===== config.mk =====
export PLATFORM = sky130hd
export DESIGN_NAME = usm_spi_master
export DESIGN_NICKNAME = d
export VERILOG_FILES = /design/src/core/usm_pkg.sv /design/src/core/usm_spi_master.sv /design/src/core/usm_baud_gen.sv /design/src/core/usm_rx_buf.sv
export SDC_FILE = /design/constraint.sdc
export NUM_CORES = 1
export LEC_CHECK = 0
export ABC_AREA = 0
export CAP_MARGIN = 20
export CORE_ASPECT_RATIO = 0.5
export CORE_UTILIZATION = 50
export CTS_BUF_LIST = sky130_fd_sc_hd__clkbuf_16
export CTS_CLUSTER_DIAMETER = 150
export DETAILED_ROUTE_END_ITERATION = 7
export DONT_BUFFER_PORTS = 1
export PLACE_DENSITY = 0.68
export SLEW_MARGIN = 20
export SYNTH_ARGS = -nofsm -noshare
export SYNTH_HDL_FRONTEND = slang
export SYNTH_SLANG_ARGS = --single-unit

===== constraint.sdc =====
create_clock -name core_clk_i -period 2.4 [get_ports core_clk_i]
set_input_delay 0 -clock core_clk_i [delete_from_list [all_inputs] [get_ports core_clk_i]]
set_output_delay 0 -clock core_clk_i [all_outputs]
set_load 0.1 [all_outputs]

===== src/core/usm_pkg.sv =====
package usm_pkg;

  // Register indices; byte address is four times the index
  localparam logic [9:0]  IDX_STATUS  = 10'h0C0;
  localparam logic [9:0]  IDX_CTRL_B  = 10'h0C1;
  localparam logic [9:0]  IDX_CTRL_C  = 10'h0C2;
  localparam logic [9:0]  IDX_BAUD_LO = 10'h0C4;
  localparam logic [9:0]  IDX_BAUD_HI = 10'h0C5;
  localparam logic [9:0]  IDX_DATA    = 10'h0C6;

  localparam logic [7:0]  STATUS_RST  = 8'h20;
  localparam logic [7:0]  CTRL_B_RST  = 8'h00;
  localparam logic [7:0]  CTRL_C_RST  = 8'h06;
  localparam logic [7:0]  CTRL_B_MASK = 8'hF8;
  localparam logic [11:0] BAUD_RST    = 12'h000;
  localparam logic        MOSI_IDLE   = 1'b1;

  // Status bits
  localparam int B_RXC   = 7;
  localparam int B_TXC   = 6;
  localparam int B_DRE   = 5;
  // Interrupt and enable control bits
  localparam int B_RXCIE = 7;
  localparam int B_TXCIE = 6;
  localparam int B_DREIE = 5;
  localparam int B_RXEN  = 4;
  localparam int B_TXEN  = 3;
  // Mode and format bits
  localparam int B_MODE_HI = 7;
  localparam int B_MODE_LO = 6;
  localparam int B_ORDER   = 2;
  localparam int B_CPHA    = 1;
  localparam int B_CPOL    = 0;

  localparam logic [1:0] MODE_ASYNC = 2'b00;
  localparam logic [1:0] MODE_SYNC  = 2'b01;
  localparam logic [1:0] MODE_RSVD  = 2'b10;
  localparam logic [1:0] MODE_SPI   = 2'b11;

  localparam logic [2:0] LAST_BIT        = 3'h7;
  localparam logic [4:0] FRAME_EDGES_PRE = 5'h0F;

  typedef enum logic [2:0] {
    ST_IDLE  = 3'b001,
    ST_LEAD  = 3'b010,
    ST_TRAIL = 3'b100
  } usm_state_e;

endpackage


===== src/core/usm_spi_master.sv =====
`timescale 1ns/10ps
module usm_spi_master
  import usm_pkg::*;
(
  input  wire logic        core_clk_i,
  input  wire logic        sys_rst_i,
  input  wire logic        wb_cyc_i,
  input  wire logic        wb_stb_i,
  input  wire logic        wb_we_i,
  input  wire logic [11:0] wb_adr_i,
  input  wire logic [3:0]  wb_sel_i,
  input  wire logic [31:0] wb_dat_i,
  output logic [31:0]      wb_dat_o,
  output logic             wb_ack_o,
  input  wire logic        core_global_irq_en_i,
  input  wire logic        txc_irq_ack_i,
  output logic             rx_irq_o,
  output logic             tx_irq_o,
  output logic             dre_irq_o,
  output logic             serial_clock_pin_o,
  output logic             serial_clock_pin_oe_o,
  output logic             serial_out_pin_o,
  output logic             serial_out_pin_oe_o,
  input  wire logic        serial_in_pin_i,
  output logic             serial_in_pin_owned_o
);

  function automatic logic hit(input logic [9:0] idx, input logic [9:0] want);
    return idx == want;
  endfunction

  function automatic logic out_bit(input logic [7:0] d, input logic lsb);
    return lsb ? d[0] : d[7];
  endfunction

  function automatic logic [7:0] shift_out(input logic [7:0] d, input logic lsb);
    return lsb ? {1'b0, d[7:1]} : {d[6:0], 1'b0};
  endfunction

  function automatic logic [7:0] shift_in(input logic [7:0] d, input logic b, input logic lsb);
    return lsb ? {b, d[7:1]} : {d[6:0], b};
  endfunction

  // Bus side
  logic        ack_q;
  logic [31:0] rdat_q;
  logic [7:0]  ctrl_b_q;
  logic [7:0]  ctrl_c_q;
  logic [11:0] div_q;
  logic        txc_q;
  logic [7:0]  tx_buf_q;
  logic        tx_full_q;
  // Link side
  logic        in_s1_q;
  logic        in_s2_q;
  usm_state_e  state_q;
  usm_state_e  state_d;
  logic [7:0]  tx_sh_q;
  logic [7:0]  rx_sh_q;
  logic [2:0]  bit_cnt_q;
  logic        sck_q;
  logic        sck_d;
  logic        mosi_q;
  logic [4:0]  edge_cnt_q;

  wire  [9:0]  idx_w     = wb_adr_i[11:2];
  wire         req_w     = wb_cyc_i & wb_stb_i;
  wire         wr_w      = req_w & ack_q & wb_we_i & wb_sel_i[0];
  wire         rd_w      = req_w & ack_q & !wb_we_i;
  wire         stat_wr_w = wr_w & hit(idx_w, IDX_STATUS);
  wire         dat_wr_w  = wr_w & hit(idx_w, IDX_DATA);
  wire         dat_rd_w  = rd_w & hit(idx_w, IDX_DATA);

  wire         rxcie_w   = ctrl_b_q[B_RXCIE];
  wire         txcie_w   = ctrl_b_q[B_TXCIE];
  wire         dreie_w   = ctrl_b_q[B_DREIE];
  wire         rx_en_w   = ctrl_b_q[B_RXEN];
  wire         tx_en_w   = ctrl_b_q[B_TXEN];
  wire  [1:0]  mode_w    = {ctrl_c_q[B_MODE_HI], ctrl_c_q[B_MODE_LO]};
  wire         spi_mode_w = (mode_w == MODE_SPI);
  wire         lsb_w     = ctrl_c_q[B_ORDER];
  wire         cpha_w    = ctrl_c_q[B_CPHA];
  wire         cpol_w    = ctrl_c_q[B_CPOL];

  logic        tick_w;
  logic        rxc_w;
  logic [7:0]  rx_head_w;

  wire         busy_w       = (state_q != ST_IDLE);
  wire         lead_edge_w  = (state_q == ST_LEAD) & tick_w;
  wire         trail_edge_w = (state_q == ST_TRAIL) & tick_w;
  wire         frame_end_w  = trail_edge_w & (bit_cnt_q == LAST_BIT);
  // Next byte follows at once when the buffer already holds it
  wire         load_w       = tx_full_q & spi_mode_w & (!busy_w | frame_end_w);
  wire         sample_w     = cpha_w ? trail_edge_w : lead_edge_w;
  wire         setup_w      = cpha_w ? lead_edge_w : (trail_edge_w & !frame_end_w);
  wire  [7:0]  rx_word_w    = cpha_w ? shift_in(rx_sh_q, in_s2_q, lsb_w) : rx_sh_q;

  wire         dre_w       = !tx_full_q;
  wire         dat_wr_ok_w = dat_wr_w & tx_en_w & !tx_full_q;
  wire         txc_set_w   = frame_end_w & !tx_full_q;
  wire         txc_clr_w   = txc_irq_ack_i | (stat_wr_w & wb_dat_i[B_TXC]);
  wire         tx_own_w    = tx_en_w | busy_w | tx_full_q;

  // Error flag positions stay zero in this mode
  wire  [7:0]  status_w = {rxc_w, txc_q, dre_w, 5'h00};
  wire  [7:0]  rd_mux_w =
    hit(idx_w, IDX_STATUS)  ? status_w :
    hit(idx_w, IDX_CTRL_B)  ? (ctrl_b_q & CTRL_B_MASK) :
    hit(idx_w, IDX_CTRL_C)  ? ctrl_c_q :
    hit(idx_w, IDX_BAUD_LO) ? div_q[7:0] :
    hit(idx_w, IDX_BAUD_HI) ? {4'h0, div_q[11:8]} :
    hit(idx_w, IDX_DATA)    ? rx_head_w : 8'h00;

  assign wb_ack_o = ack_q;
  assign wb_dat_o = rdat_q;

  assign rx_irq_o  = rxcie_w & core_global_irq_en_i & rxc_w;
  assign tx_irq_o  = txcie_w & core_global_irq_en_i & txc_q;
  assign dre_irq_o = dreie_w & core_global_irq_en_i & dre_w;

  // Slave select is left to general-purpose pins
  assign serial_clock_pin_o    = sck_q;
  assign serial_clock_pin_oe_o = tx_own_w;
  assign serial_out_pin_o      = mosi_q;
  assign serial_out_pin_oe_o   = tx_own_w;
  assign serial_in_pin_owned_o = rx_en_w;

  always_ff @(posedge core_clk_i or posedge sys_rst_i)
  begin
    if (sys_rst_i)
    begin
      ack_q  <= 1'b0;
      rdat_q <= 32'h0000_0000;
    end
    else
    begin
      ack_q <= req_w & !ack_q;
      if (req_w && !ack_q)
        rdat_q <= {24'h00_0000, rd_mux_w};
    end
  end

  always_ff @(posedge core_clk_i or posedge sys_rst_i)
  begin
    if (sys_rst_i)
    begin
      ctrl_b_q <= CTRL_B_RST;
      ctrl_c_q <= CTRL_C_RST;
      div_q    <= BAUD_RST;
    end
    else if (wr_w)
    begin
      if (hit(idx_w, IDX_CTRL_B))
        ctrl_b_q <= wb_dat_i[7:0] & CTRL_B_MASK;
      if (hit(idx_w, IDX_CTRL_C))
        ctrl_c_q <= wb_dat_i[7:0];
      if (hit(idx_w, IDX_BAUD_LO))
        div_q[7:0] <= wb_dat_i[7:0];
      if (hit(idx_w, IDX_BAUD_HI))
        div_q[11:8] <= wb_dat_i[3:0];
    end
  end

  // Set beats clear so a frame ending with the clear is still reported
  always_ff @(posedge core_clk_i or posedge sys_rst_i)
  begin
    if (sys_rst_i)
      txc_q <= STATUS_RST[B_TXC];
    else if (txc_set_w)
      txc_q <= 1'b1;
    else if (txc_clr_w)
      txc_q <= 1'b0;
  end

  always_ff @(posedge core_clk_i or posedge sys_rst_i)
  begin
    if (sys_rst_i)
    begin
      tx_full_q <= 1'b0;
      tx_buf_q  <= 8'h00;
    end
    else if (load_w)
      tx_full_q <= 1'b0;
    else if (dat_wr_ok_w)
    begin
      tx_full_q <= 1'b1;
      tx_buf_q  <= wb_dat_i[7:0];
    end
  end

  always_ff @(posedge core_clk_i or posedge sys_rst_i)
  begin
    if (sys_rst_i)
    begin
      in_s1_q <= 1'b0;
      in_s2_q <= 1'b0;
    end
    else
    begin
      in_s1_q <= serial_in_pin_i;
      in_s2_q <= in_s1_q;
    end
  end

  always_comb
  begin
    state_d = state_q;
    unique case (state_q)
      ST_IDLE:  if (load_w) state_d = ST_LEAD;
      ST_LEAD:  if (tick_w) state_d = ST_TRAIL;
      ST_TRAIL: if (tick_w) state_d = (frame_end_w && !load_w) ? ST_IDLE : ST_LEAD;
      default:  state_d = ST_IDLE;
    endcase
  end

  // Clock is active only in the second half of each bit
  assign sck_d = cpol_w ^ (state_d == ST_TRAIL);

  always_ff @(posedge core_clk_i or posedge sys_rst_i)
  begin
    if (sys_rst_i)
    begin
      state_q <= ST_IDLE;
      sck_q   <= CTRL_C_RST[B_CPOL];
    end
    else
    begin
      state_q <= state_d;
      sck_q   <= sck_d;
    end
  end

  always_ff @(posedge core_clk_i or posedge sys_rst_i)
  begin
    if (sys_rst_i)
      bit_cnt_q <= 3'h0;
    else if (load_w)
      bit_cnt_q <= 3'h0;
    else if (trail_edge_w)
      bit_cnt_q <= bit_cnt_q + 3'h1;
  end

  // With phase zero the first bit must be on the line before the first edge
  always_ff @(posedge core_clk_i or posedge sys_rst_i)
  begin
    if (sys_rst_i)
    begin
      tx_sh_q <= 8'h00;
      mosi_q  <= MOSI_IDLE;
    end
    else if (load_w)
    begin
      tx_sh_q <= cpha_w ? tx_buf_q : shift_out(tx_buf_q, lsb_w);
      if (!cpha_w)
        mosi_q <= out_bit(tx_buf_q, lsb_w);
    end
    else if (setup_w)
    begin
      mosi_q  <= out_bit(tx_sh_q, lsb_w);
      tx_sh_q <= shift_out(tx_sh_q, lsb_w);
    end
    else if ((frame_end_w && !cpha_w) || !busy_w)
      mosi_q <= MOSI_IDLE;
  end

  // Input sampling lags the pin by the two-stage synchroniser
  always_ff @(posedge core_clk_i or posedge sys_rst_i)
  begin
    if (sys_rst_i)
      rx_sh_q <= 8'h00;
    else if (sample_w)
      rx_sh_q <= shift_in(rx_sh_q, in_s2_q, lsb_w);
  end

  usm_baud_gen u_baud (
    .core_clk_i (core_clk_i),
    .sys_rst_i  (sys_rst_i),
    .run_i      (busy_w),
    .div_i      (div_q),
    .tick_o     (tick_w)
  );

  usm_rx_buf u_rx_buf (
    .core_clk_i (core_clk_i),
    .sys_rst_i  (sys_rst_i),
    .push_i     (frame_end_w & rx_en_w),
    .data_i     (rx_word_w),
    .pop_i      (dat_rd_w),
    .flush_i    (!rx_en_w),
    .data_o     (rx_head_w),
    .valid_o    (rxc_w)
  );

  // Helper for checking the clock edge count of a frame
  always_ff @(posedge core_clk_i or posedge sys_rst_i)
  begin
    if (sys_rst_i)
      edge_cnt_q <= 5'h00;
    else if (load_w)
      edge_cnt_q <= 5'h00;
    else if (busy_w && sck_d != sck_q)
      edge_cnt_q <= edge_cnt_q + 5'h01;
  end
endmodule // usm_spi_master


===== src/core/usm_baud_gen.sv =====
`timescale 1ns/10ps
module usm_baud_gen
  import usm_pkg::*;
(
  input  wire logic        core_clk_i,
  input  wire logic        sys_rst_i,
  input  wire logic        run_i,
  input  wire logic [11:0] div_i,
  output logic             tick_o
);

  logic [11:0] cnt_q;
  logic [11:0] cnt_d;

  // Half bit period is div plus one clocks; stopped counter holds the reload
  assign tick_o = run_i & (cnt_q == 12'h000);
  assign cnt_d  = (!run_i || tick_o) ? div_i : cnt_q - 12'h001;

  always_ff @(posedge core_clk_i or posedge sys_rst_i)
  begin
    if (sys_rst_i)
      cnt_q <= BAUD_RST;
    else
      cnt_q <= cnt_d;
  end
endmodule // usm_baud_gen


===== src/core/usm_rx_buf.sv =====
`timescale 1ns/10ps
module usm_rx_buf
  import usm_pkg::*;
(
  input  wire logic       core_clk_i,
  input  wire logic       sys_rst_i,
  input  wire logic       push_i,
  input  wire logic [7:0] data_i,
  input  wire logic       pop_i,
  input  wire logic       flush_i,
  output logic [7:0]      data_o,
  output logic            valid_o
);

  logic [7:0] head_q;
  logic [7:0] tail_q;
  logic [1:0] cnt_q;
  logic       pop_ok_w;
  logic       push_ok_w;

  // Two levels; a full buffer drops the newest byte and keeps older ones
  assign pop_ok_w  = pop_i & (cnt_q != 2'h0);
  assign push_ok_w = push_i & ((cnt_q != 2'h2) | pop_ok_w);
  assign data_o    = head_q;
  assign valid_o   = (cnt_q != 2'h0);

  always_ff @(posedge core_clk_i or posedge sys_rst_i)
  begin
    if (sys_rst_i)
      cnt_q <= 2'h0;
    else if (flush_i)
      cnt_q <= 2'h0;
    else
      cnt_q <= cnt_q + {1'b0, push_ok_w} - {1'b0, pop_ok_w};
  end

  always_ff @(posedge core_clk_i or posedge sys_rst_i)
  begin
    if (sys_rst_i)
    begin
      head_q <= 8'h00;
      tail_q <= 8'h00;
    end
    else
    begin
      if (push_ok_w && (cnt_q == 2'h0 || (cnt_q == 2'h1 && pop_ok_w)))
        head_q <= data_i;
      else if (pop_ok_w && cnt_q == 2'h2)
        head_q <= tail_q;
      if (push_ok_w && ((cnt_q == 2'h1 && !pop_ok_w) || cnt_q == 2'h2))
        tail_q <= data_i;
    end
  end
endmodule // usm_rx_buf


Word-level counts from Yosys, hierarchy flattened --
Index checks and enable logic that the tools add are counted.
Storage, ports and cells: register bits 100, output and inout port bits 41, word-level logic and storage cells 149
Operators by class: add/sub/neg operators 4, eq/ne operators 17, multiplexer cells 36, bitwise operators 36, reductions and logical operators 35
Operators with widths (number):
- two-way mux 8 bit | 15
- equality test 10 x 8 -> 1 bit (second input constant) | 6
- bitwise AND 1 bit | 29
- two-way mux 3 bit | 5
- zero test 12 bit | 1
- two-way mux 1 bit | 12
- two-way mux 12 bit | 1
- AND reduction 2 bit | 6
- nonzero test 2 bit | 6
- subtractor 12 x 1 -> 12 bit (second input constant) | 1
- equality test 3 bit (second input constant) | 3
- case mux 3 bit (3 select lines) | 1
- logical AND 1 bit | 8
- zero test 1 bit | 8
- OR 1 bit | 5
- equality test 2 bit (second input constant) | 2
- logical OR 1 bit | 4
- two-way mux 2 bit | 2
- inequality test 2 bit (second input constant) | 2
- adder 3 x 1 -> 3 bit (second input constant) | 1
- equality test 3 x 1 -> 1 bit (second input constant) | 1
- equality test 3 x 2 -> 1 bit (second input constant) | 1
- inequality test 3 x 1 -> 1 bit (second input constant) | 1
- nonzero test 3 bit | 1
- 6 further kinds | 6

Longest topological paths before layout --
Gate-level depths: netlist of run 1.
depth after elaboration 13, mapped depth 10, depth with buffers taken out 9

By module --
From an unflattened synthesis of run 1, not the netlist that was laid out.
Unflattened totals: cells, all modules 515, area, all modules 5600.4 sq um
By module, submodules not included:
- usm_spi_master | times used 1, cells an instance 379, area an instance 3942.5 sq um, sequential area each 1756.7 sq um
- usm_rx_buf | times used 1, cells an instance 61, area an instance 929.6 sq um, sequential area each 450.4 sq um
- usm_baud_gen | times used 1, cells an instance 75, area an instance 728.2 sq um, sequential area each 300.3 sq um

Worst setup path after synthesis of run 1 --
Ideal clock, no wire load.
path kind flip-flop to output port, start point register state_q[0], end point output serial_out_pin_oe_o, arrival time 2.318 ns, data required time 2.400 ns, path slack 0.082 ns, cell stages (with the launch flop) 6, path through dfstp_2 > buf_2 > inv_1 > or3_1 > or3_1 > buf_4
On the way: word-level cells in the longest chain between the ends 3
Ends and longest elaborated chain:
- from (decl) | line usm_spi_master.sv:56 | usm_state_e state_q;
- from (signal assigned) | line usm_spi_master.sv:229 | state_q <= state_d;
- inequality test 3 x 1 -> 1 bit | line usm_spi_master.sv:89 | wire busy_w = (state_q != ST_IDLE);
- OR 1 bit (2 in series) | line usm_spi_master.sv:103 | wire tx_own_w = tx_en_w | busy_w | tx_full_q;
- to (decl) | line usm_spi_master.sv:23 | output logic serial_out_pin_oe_o,
Every way passes these cells.

Worst setup path in the final report of run 1 --
start point register state_q[0], end point output serial_clock_pin_oe_o
On the way: word-level cells in the longest chain between the ends 3
Ends and longest elaborated chain:
- inequality test 3 x 1 -> 1 bit | line usm_spi_master.sv:89
- OR 1 bit (2 in series) | line usm_spi_master.sv:103
- to (decl) | line usm_spi_master.sv:21 | output logic serial_clock_pin_oe_o,
Every way passes these cells.

==> results of run 1 <==
## registers in the layout, summed over array words and instances (netlist names)
name and flops:
tx_buf_q 8, ctrl_b_q 5, u_baud.cnt_q 12, bit_cnt_q 3
tx_sh_q 8, serial_clock_pin_o 1, txc_q 1, u_rx_buf.cnt_q 2
wb_ack_o 1, rx_sh_q 8, u_rx_buf.tail_q 8, ctrl_c_q 8
in_s2_q 1, state_q 3, wb_dat_o 8, serial_out_pin_o 1
u_rx_buf.data_o 8, div_q 12, tx_full_q 1, in_s1_q 1
## what timing repair did
item,in CTS,in global routing
resized for setup,0,2
endpoints found under the setup margin,0,17
setup buffers,0,1
hold buffers,14,0
endpoints found under the hold margin,75,0
## routing by layer
layer | global-route usage (%) | vias to the layer above | share of wire (%)
met2 | 35.2 | 180 | 42
met3 | 6.26 | 23 | 8.3
met4 | 6.50 | 2 | 1.4
met1 | 36.1 | 2201 | 49
li1 | - | 2165 | -
met5 | 0 | - | 0.085
## power by group through the flow
stage | Clock [uW] | Sequential, uW | Combinational [uW]
after global placement | 0 | 1730 | 276
after detailed placement | 0 | 1730 | 277
after floorplan | 0 | 1750 | 253
after CTS | 1370 | 1690 | 309
final | 1350 | 1690 | 309
after global routing | 1440 | 1690 | 324
## tightest hold or removal path, cell delays in order
cell and delay (ps):
a21oi_1 50, o31ai_1 190, a21o_1 90
## area by class of cell
class / count / area [um^2]
Fill cell: 963 / 4710
Multi-Input combinational cell: 432 / 2920
Sequential cell: 100 / 2510
Timing Repair Buffer: 49 / 419
Clock buffer: 9 / 225
Tap cell: 145 / 181
Inverter: 29 / 113
Clock inverter: 7 / 42.5
## cell families after synthesis
group,after synthesis
simple gates,187
flops,100
compound gates,143
fa+ha+maj,6
buf+inv,85
xor+xnor,14
mux,58
other cells,1
## through the flow
step           utilization, %  cell area, um^2  total power [uW]  instances  hold slack (ps)
4_1_cts                  57.5             6390              3380        770             11.6
6_report                 57.6             6400              3350        771             19.8
2_1_floorplan               -             5860              2010        617             31.4
3_3_place_gp             53.8             5980              2000        740             31.6
5_1_grt                  57.6             6400              3460        771             24.0
3_5_place_dp             53.8             5980              2000        740             31.5
## path summary, 6_finish.rpt
path                                   start               endpoint  slack, ps  cells after the start
worst max-delay path              state_q[0]  serial_clock_pin_oe_o         70                      4
worst min-delay path             wb_adr_i[2]            wb_dat_o[7]         20                      3
worst max register to register  bit_cnt_q[0]     u_rx_buf.data_o[0]        110                      7
worst min register to register       in_s1_q                in_s2_q        350                      0
max in group asynchronous          sys_rst_i       serial_out_pin_o       1340                      3
min in group asynchronous          sys_rst_i             state_q[1]        320                      2
## cell usage after synthesis (11+ instances only)
master / instances
dfrtp_1: 96
nand2_1: 55
mux2_2: 39
nor2_1: 39
a21oi_1: 38
o21ai_0: 29
inv_1: 28
buf_4: 27
mux2i_1: 19
clkbuf_1: 18
o211ai_1: 17
nand3_1: 13
o31ai_1: 11
==> reports/qor.csv, run 1 <==
stage;metric;value;unit
outcome;outcome;completed;
power;leakage;0.00275;uW
critical_path;CP Capture Type;output pin;
routing;detail-routed via count per cell;5.93;
routing;Post-DRT Antenna Nets;0;
synthesis;adder-cell share of the synthesized area;1.30;%
routing;Detailed Route WL;14.2;mm
clocking;TritonCTS clock tree;yes;
critical_path;startpoint types;flip-flop;
clocking;clk root buf;clkbuf_16;
routing;DRC Markers;0;
sta;Achievable Freq;429;MHz
synthesis;number of enable flip-flop cells after synthesis;0;
clocking;# clock sinks;100;
power;sw frac;27.5;%
synthesis;post-synthesis register bit count;100;
grt;number of global-route vias before repair;4307;
critical_path;Critical path buffers and inverters;2;
synthesis;Synth area leaders;dfrtp_1, mux2_2, nand2_1, buf_4, a21oi_1;
floorplanning;Core Box Area;11100;um^2
placed_design;RD Place Congestion;0.850;
clocking;Clock Path Buffers;2;
critical_path;CP max-delay cell;dfstp_2;
layout;share of layout cells above drive strength 1;19.0;%
layout;leading cell type in the layout, fill and taps excluded;dfrtp_1;
hold_path;HP Class;input port to flip-flop;
routing;WL per Instance;18.4;um
floorplanning;# IOs;97;
sta;Final Skew;5.43;ps
floorplanning;Die Wd;154;um
synthesis;mapped cell area;5770;um^2
clocking;TritonCTS buffer count;9;
sta;Setup TNS;0;ps
routing;TritonRoute pass-1 iters;5;
critical_path;CP top delay family;simple AND/OR/NAND/NOR gates;
placed_design;Setup Slack @ Placement;60.5;ps
grt;initial antenna violation count;1;
critical_path;worst-path cell chain;inv_1 -> or3_1 -> or3_2 -> buf_6;
synthesis;Post-Synth XOR/XNOR Area;2.13;%
synthesis;YS warnings;0;
power;pwr/cell area;523;nW/um^2
floorplanning;initial core utilization;51.9;%
routing;drt initial violations;443;
layout;Area Overhead vs Synth;11.0;%
critical_path;worst-path maximum fanout;9;
layout;Final nets;683;
floorplanning;chip height;77.9;um
grt;largest net degree at the start of global routing;49;
power;Sw Pwr;921;uW
synthesis;Most used DFF post-synth;dfrtp_1;
critical_path;Worst path max stage delay;650;ps
synthesis;main combinational cell family by area after synthesis;simple AND/OR/NAND/NOR gates;
sta;Max-slew headroom;39.9;%
synthesis;Distinct cells, synth;68;
sta;count of final max-slew check failures;0;
grt;GR Util All Layers;24.4;%
power;cell internal pwr;2430;uW
power;combinational share of power;9.2;%
grt;global-route wire length before repair;22.5;mm
floorplanning;row cnt;27;
synthesis;mux share of post-synthesis cell area;10.9;%
critical_path;critical path class;flip-flop to output pin;
synthesis;post-synthesis simple-gate area fraction;17.7;%
sta;Final period util;97.1;%
synthesis;Mean Syn Cell Area;9.71;um^2
sta;RSZ-0062 raised after global routing;false;
power;Reg power frac;50.6;%
power;Clock power frac;40.2;%
critical_path;Arrival @ worst endpoint;2330;ps
sta;Final Hold Fails;0;
sta;Tmin final;2330;ps
sta;Tightest Pin Transition;900;ps
synthesis;Synth top area share;41.7;%
synthesis;cell taking the most area after synthesis;dfrtp_1;
layout;most frequent cells in the layout;dfrtp_1, nand2_1, mux2_2;
critical_path;Worst EP required;2400;ps
grt;grt total ovfl;0;
placed_design;Port Buffer Count;0;
synthesis;Async SR Flop Fraction;100;%
clocking;CTS clk-pin slew, worst paths;70;ps
power;VDD IR-drop max;290;uV
synthesis;compound-gate portion of the synthesized area;16.8;%
placed_design;dpl hpwl;10.1;mm
routing;Vias;4571;
sta;Final setup viols;0;
sta;Final WS setup;69.5;ps
clocking;CTS H-tree lvls;3;
job;maxcap violations;0;
synthesis;Mapped Cells;594;
clocking;worst skew pair latency;340;ps
synthesis;sequential share of the synthesized area;43.5;%
floorplanning;Die ar.;12000;um^2
layout;Diodes inserted;0;
Note: power is estimated with default switching activity, not from simulation.
==> run 2: changes to the inputs <==
- CAP_MARGIN: 20 -> 40
- MAX_ROUTING_LAYER: not set -> met4
- clock period: 2.4 -> 1.9 ns (I/O delays scaled with it)
==> run 2 against run 1 <==
The run now ends with setup timing left. Sequential power up 27%. Largest cell class unchanged. Power up 35%. Worst hold slack got worse by 1.5 ps. Wire length increased by 9.0%. Via count up 7.6%. Critical path depth increased by 3.
==> reports/qor.csv, run 2 (synthesized netlist as in run 1, its figures left out) <==
stage;metric;value;unit;change
clocking;Clock Path Buffers;2;;unchanged
sta;Tmin final;2080;ps;
layout;share of layout cells above drive strength 1;29.2;%;was 19.0%
critical_path;R2R depth;7;;unchanged
outcome;outcome;finished with violations;;was completed
sta;RSZ-0062 raised after global routing;true;;was false
hold_path;hold_sp;wb_adr_i[2];;unchanged
placed_design;dpl hpwl;10.8;mm;was 10.1 mm
outcome;violated checks;setup timing;;
grt;largest net degree at the start of global routing;48;;was 49
sta;Final WS setup;-177;ps;was 69.5 ps
layout;top flop regs;div_q x12, u_baud.cnt_q x12;;unchanged
clocking;TritonCTS buffer count;9;;unchanged
clocking;clk root buf;clkbuf_16;;unchanged
sta;Final Skew;10.2;ps;was 5.43 ps
clocking;# clock sinks;100;;unchanged
power;pwr/cell area;639;nW/um^2;was 523 nW/um^2
hold_path;Hold Crit Endpoint;wb_dat_o[7];;unchanged
layout;Final nets;725;;was 683
routing;TritonRoute pass-1 iters;6;;was 5
floorplanning;initial core utilization;51.9;%;unchanged
floorplanning;Die Wd;154;um;unchanged
hold_path;HP Class;input port to flip-flop;;unchanged
layout;most frequent cells in the layout;dfrtp_1, buf_4, nand2_1;;was dfrtp_1, nand2_1, mux2_2
critical_path;Arrival @ worst endpoint;2290;ps;was 2330 ps
grt;number of global-route vias before repair;4535;;was 4,307
floorplanning;row cnt;27;;unchanged
sta;Achievable Freq;481;MHz;
routing;Vias;4917;;was 4,571
sta;Max-slew headroom;54.9;%;was 39.9%
layout;Diodes inserted;0;;unchanged
critical_path;CP Capture Type;flip-flop;;was output pin
sta;Tightest Pin Transition;660;ps;was 900 ps
routing;drt initial violations;394;;was 443
floorplanning;# IOs;97;;unchanged
power;leakage;0.00311;uW;was 0.00275 uW
clocking;CTS clk-pin slew, worst paths;70;ps;about the same
critical_path;r2r startpoint;u_baud.cnt_q[4];;was bit_cnt_q[0]
clocking;CTS H-tree lvls;3;;unchanged
floorplanning;chip height;77.9;um;unchanged
critical_path;startpoint types;flip-flop;;unchanged
layout;# fillers;903;;was 963
routing;detail-routed via count per cell;6.05;;was 5.93
routing;Post-DRT Antenna Nets;0;;unchanged
layout;Area Overhead vs Synth;22.7;%;was 11.0%
critical_path;RR Endpoint;u_rx_buf.data_o[6];;was u_rx_buf.data_o[0]
critical_path;critical path class;flip-flop to flip-flop;;was flip-flop to output pin
grt;initial antenna violation count;0;;was 1
grt;global-route wire length before repair;24.3;mm;was 22.5 mm
floorplanning;Die ar.;12000;um^2;unchanged
sta;Final setup viols;29;;was 0
critical_path;Worst EP required;2110;ps;was 2400 ps
layout;Post-Route Utilization;63.6;%;was 57.6%
clocking;worst skew pair latency;350;ps;was 340 ps
routing;WL per Instance;19.0;um;was 18.4 um
sta;Final Hold Fails;0;;unchanged
clocking;TritonCTS clock tree;yes;;unchanged
hold_path;Hold Path Stages;3;;unchanged
placed_design;Setup Slack @ Placement;-237;ps;was 60.5 ps
sta;count of final max-slew check failures;0;;unchanged
critical_path;reg2reg setup slack;-180;ps;was 110 ps
power;VDD IR-drop max;382;uV;was 290 uV
routing;Detailed Route WL;15.4;mm;was 14.2 mm
placed_design;Port Buffer Count;0;;unchanged
floorplanning;Core Box Area;11100;um^2;unchanged
layout;leading cell type in the layout, fill and taps excluded;dfrtp_1;;unchanged
sta;Final period util;109;%;
job;maxcap violations;0;;unchanged
placed_design;RD Place Congestion;0.943;;was 0.850
grt;GR Util All Layers;27.3;%;was 24.4%
routing;DRC Markers;0;;unchanged
grt;grt total ovfl;0;;unchanged
critical_path;worst-path maximum fanout;8;;was 9
[run 2: changes by cell type in the layout (fill, tap and decap cells not counted), sizes merged]
cell / previous run / this run
bufinv: 0 / 2
inv: 29 / 30
buf: 35 / 79
dlygate4sd3: 14 / 12
clkinvlp: 4 / 1
[run 2: worst max-delay path: stages (launching register included)]
cell      delay [ps]
dfrtp_1          400
nor4_4           420
buf_4            190
nand4_1           90
buf_6            150
a2111o_1         430
nand3_2          140
o211ai_1         110
[run 2: final cells by class]
class	count	area (um^2)	area share [%]
multi-input combinational	432	3140	44.4
sequential	100	2510	35.5
tap	145	181	2.56
clock inverter	7	91.3	1.29
inverter	29	113	1.59
timing repair buffer	91	812	11.5
clock buffer	9	225	3.18
[run 2: per-layer routing]
metal  vias up  wire length [um]  GRT usage (%)
met5         -                 0              -
met4         0               162           6.70
met3        19              1350           7.82
met2       224              6790           38.5
met1      2417              7150           38.3
li1       2257                 -              -
[run 2: what timing repair did]
item,in CTS,in global routing
buffers inserted,9,3
pin swaps,19,11
hold buffers,12,0
gates resized for setup,37,27
gates cloned,1,0
setup endpoints to repair,51,56
hold endpoints to repair,63,0
[run 2: worst max-delay path by stage]
stage,start,end,slack (ps)
4_1_cts,bit_cnt_q[0],u_rx_buf.data_o[6],-170
3_3_place_gp,u_baud.cnt_q[0],tx_sh_q[7],-220
6_report,u_baud.cnt_q[4],u_rx_buf.data_o[6],-180
2_1_floorplan,bit_cnt_q[0],tx_sh_q[2],-180
3_5_place_dp,u_baud.cnt_q[0],tx_sh_q[7],-240
5_1_grt,u_baud.cnt_q[4],u_rx_buf.cnt_q[1],-260
[run 2: power by group]
part	internal, uW	switching (uW)
clock network	1150	833
logic	57.2	341
registers	2140	4.24
total	3350	1180
[run 2: per-stage QoR]
stage	power [uW]	TNS [ps]	hold WS, ps	cell area (um^2)	instances
floorplan	2540	-1640	31.4	5950	617
global placement	2540	-4580	-10.0	6310	774
detailed placement	2540	-5650	6.24	6310	774
CTS	4540	-2930	9.95	6950	812
global route	4640	-6030	35.3	7070	813
finish	4520	-3240	18.3	7070	813
==> run 3: changes to the inputs <==
- CORE_MARGIN: not set -> 4
- REMOVE_ABC_BUFFERS: not set -> 1
==> run 3 against run 2 <==
Critical endpoint is now u_rx_buf.tail_q[5]. Maximum frequency is 2.7% higher. Register-to-register slack better by 60 ps. The flow still finishes with violations (setup timing). Via count down 0.96%. Worst hold slack improved by 9.3 ps.
==> reports/qor.csv, run 3 (synthesized netlist as in run 1, its figures left out) <==
stage;metric;value;unit;change
grt;initial antenna violation count;0;;unchanged
grt;global-route wire length before repair;24.5;mm;was 24.3 mm
critical_path;critical path class;flip-flop to flip-flop;;unchanged
grt;largest net degree at the start of global routing;52;;was 48
routing;Vias;4870;;was 4,917
sta;Achievable Freq;495;MHz;was 481 MHz
layout;Post-Layout Cell Count;817;;was 813
clocking;# clock sinks;100;;unchanged
floorplanning;chip height;83.9;um;was 77.9 um
routing;WL per Instance;19.1;um;was 19.0 um
critical_path;CP max-delay cell;dfrtp_1;;was a2111o_1
floorplanning;initial core utilization;51.9;%;unchanged
clocking;worst skew pair latency;350;ps;about the same
critical_path;Worst path max stage delay;410;ps;was 430 ps
critical_path;worst-path maximum fanout;16;;was 8
sta;Final WS setup;-122;ps;was -177 ps
layout;most frequent cells in the layout;dfrtp_1, buf_4, nand2_1;;unchanged
sta;RSZ-0062 raised after global routing;true;;unchanged
clocking;CTS clk-pin slew, worst paths;80;ps;was 70 ps
clocking;CTS H-tree lvls;3;;unchanged
grt;GR Util All Layers;23.5;%;was 27.3%
sta;Setup TNS;-2020;ps;was -3240 ps
routing;drt initial violations;377;;was 394
critical_path;Worst EP required;2130;ps;was 2110 ps
layout;Final nets;729;;was 725
placed_design;Port Buffer Count;0;;unchanged
sta;count of final max-slew check failures;0;;unchanged
sta;Tmin final;2020;ps;was 2080 ps
routing;detail-routed via count per cell;5.96;;was 6.05
layout;share of layout cells above drive strength 1;28.3;%;was 29.2%
power;leakage;0.00313;uW;was 0.00311 uW
placed_design;RD Place Congestion;0.877;;was 0.943
clocking;Clock Path Buffers;2;;unchanged
layout;Finished Cell Area;7140;um^2;was 7070 um^2
routing;TritonRoute pass-1 iters;5;;was 6
layout;Diodes inserted;0;;unchanged
layout;top flop regs;div_q x12, u_baud.cnt_q x12;;unchanged
routing;DRC Markers;0;;unchanged
sta;Final Skew;16.0;ps;was 10.2 ps
placed_design;Setup Slack @ Placement;-216;ps;was -237 ps
power;VDD IR-drop max;415;uV;was 382 uV
job;maxcap violations;0;;unchanged
floorplanning;row cnt;27;;unchanged
clocking;clk root buf;clkbuf_16;;unchanged
placed_design;dpl hpwl;10.6;mm;was 10.8 mm
outcome;violated checks;setup timing;;unchanged
hold_path;HP Class;input port to flip-flop;;unchanged
critical_path;Critical path buffers and inverters;2;;unchanged
clocking;TritonCTS buffer count;9;;unchanged
clocking;TritonCTS clock tree;yes;;unchanged
critical_path;CP top delay family;simple AND/OR/NAND/NOR gates;;unchanged
floorplanning;Core Box Area;11100;um^2;unchanged
sta;Final period util;106;%;was 109%
grt;number of global-route vias before repair;4556;;was 4,535
sta;Final Hold Fails;0;;unchanged
placed_design;Post-DP Area;6270;um^2;was 6310 um^2
floorplanning;Die Wd;160;um;was 154 um
sta;Final setup viols;27;;was 29
critical_path;Arrival @ worst endpoint;2260;ps;was 2290 ps
outcome;outcome;finished with violations;;unchanged
placed_design;Cells after DPL;771;;was 774
layout;leading cell type in the layout, fill and taps excluded;dfrtp_1;;unchanged
floorplanning;Die ar.;13400;um^2;was 12,000 um^2
grt;grt total ovfl;0;;unchanged
critical_path;startpoint types;flip-flop;;unchanged
power;pwr/cell area;623;nW/um^2;was 639 nW/um^2
critical_path;CP Capture Type;flip-flop;;unchanged
routing;Detailed Route WL;15.6;mm;was 15.4 mm
critical_path;worst-path cell chain;inv_1 -> ha_1 -> nor2b_2 -> nand4b_1 -> buf_6 -> nor4_2 -> a21oi_1 -> o221a_4;;was nor4_4 -> buf_4 -> nand4_1 -> buf_6 -> a2111o_1 -> nand3_2 -> o211ai_1
floorplanning;# IOs;97;;unchanged
routing;Post-DRT Antenna Nets;0;;unchanged
layout;Area Overhead vs Synth;23.9;%;was 22.7%
[run 3: cell types whose count changed in the layout (fill, tap and decap cells not counted), sizes merged]
cell and delta:
bufinv -1, clkinv -1, inv +2, clkbuf +2, dlygate4sd3 +4, buf -2
[run 3: path summary, 6_finish.rpt]
check,from,end,slack [ps],cells after the start
min in group asynchronous,sys_rst_i,ctrl_c_q[3],140,2
hold reg to reg,in_s1_q,in_s2_q,350,0
max in group asynchronous,sys_rst_i,serial_out_pin_o,1060,3
setup reg to reg,u_baud.cnt_q[1],u_rx_buf.tail_q[5],-120,8
setup / recovery,u_baud.cnt_q[1],u_rx_buf.tail_q[5],-120,8
hold / removal,wb_adr_i[2],ctrl_b_q[7],30,3
[run 3: worst min-delay path, cell delays in order]
cell	delay, ps
nand2_1	80
nor2_4	60
mux2_2	210
[run 3: through the flow]
stage                     power, uW  util [%]  hold WS (ps)
after global placement         2530      56.4         -81.8
after detailed placement       2530      56.4         -83.1
after floorplan                2490         -          31.4
final                          4450      64.3          27.7
after global routing           4580      64.3          31.7
after CTS                      4480      62.4          5.64
[run 3: where the power goes]
group          internal, uW  total, uW  leakage, uW  switching (uW)
Sequential             2130       2140      0.00133            4.36
Clock                  1040       1920     0.000148             875
Combinational          58.1        396      0.00166             338
[run 3: timing repair]
item	in CTS	in global routing
buffers inserted	5	6
endpoints found under the setup margin	31	50
gates resized for setup	27	27
hold buffers	16	0
gates cloned	1	2
endpoints found under the hold margin	141	0
pin swaps	25	11
[run 3: routing by layer]
metal	part of all wire (%)	GRT usage (%)	up-vias
li1	-	-	2268
met3	7.0	5.53	33
met2	43	33.7	215
met5	0	-	-
met4	1.9	6.71	0
met1	48	33.3	2354
[run 3: final cells by class]
cell class                      instances  area, um^2
Fill cell                             829        3970
Clock inverter                          7        80.1
Sequential cell                       100        2510
Inverter                               29         111
Clock buffer                            9         225
Multi-Input combinational cell        432        3110
Tap cell                              145         181
Timing Repair Buffer                   95         926
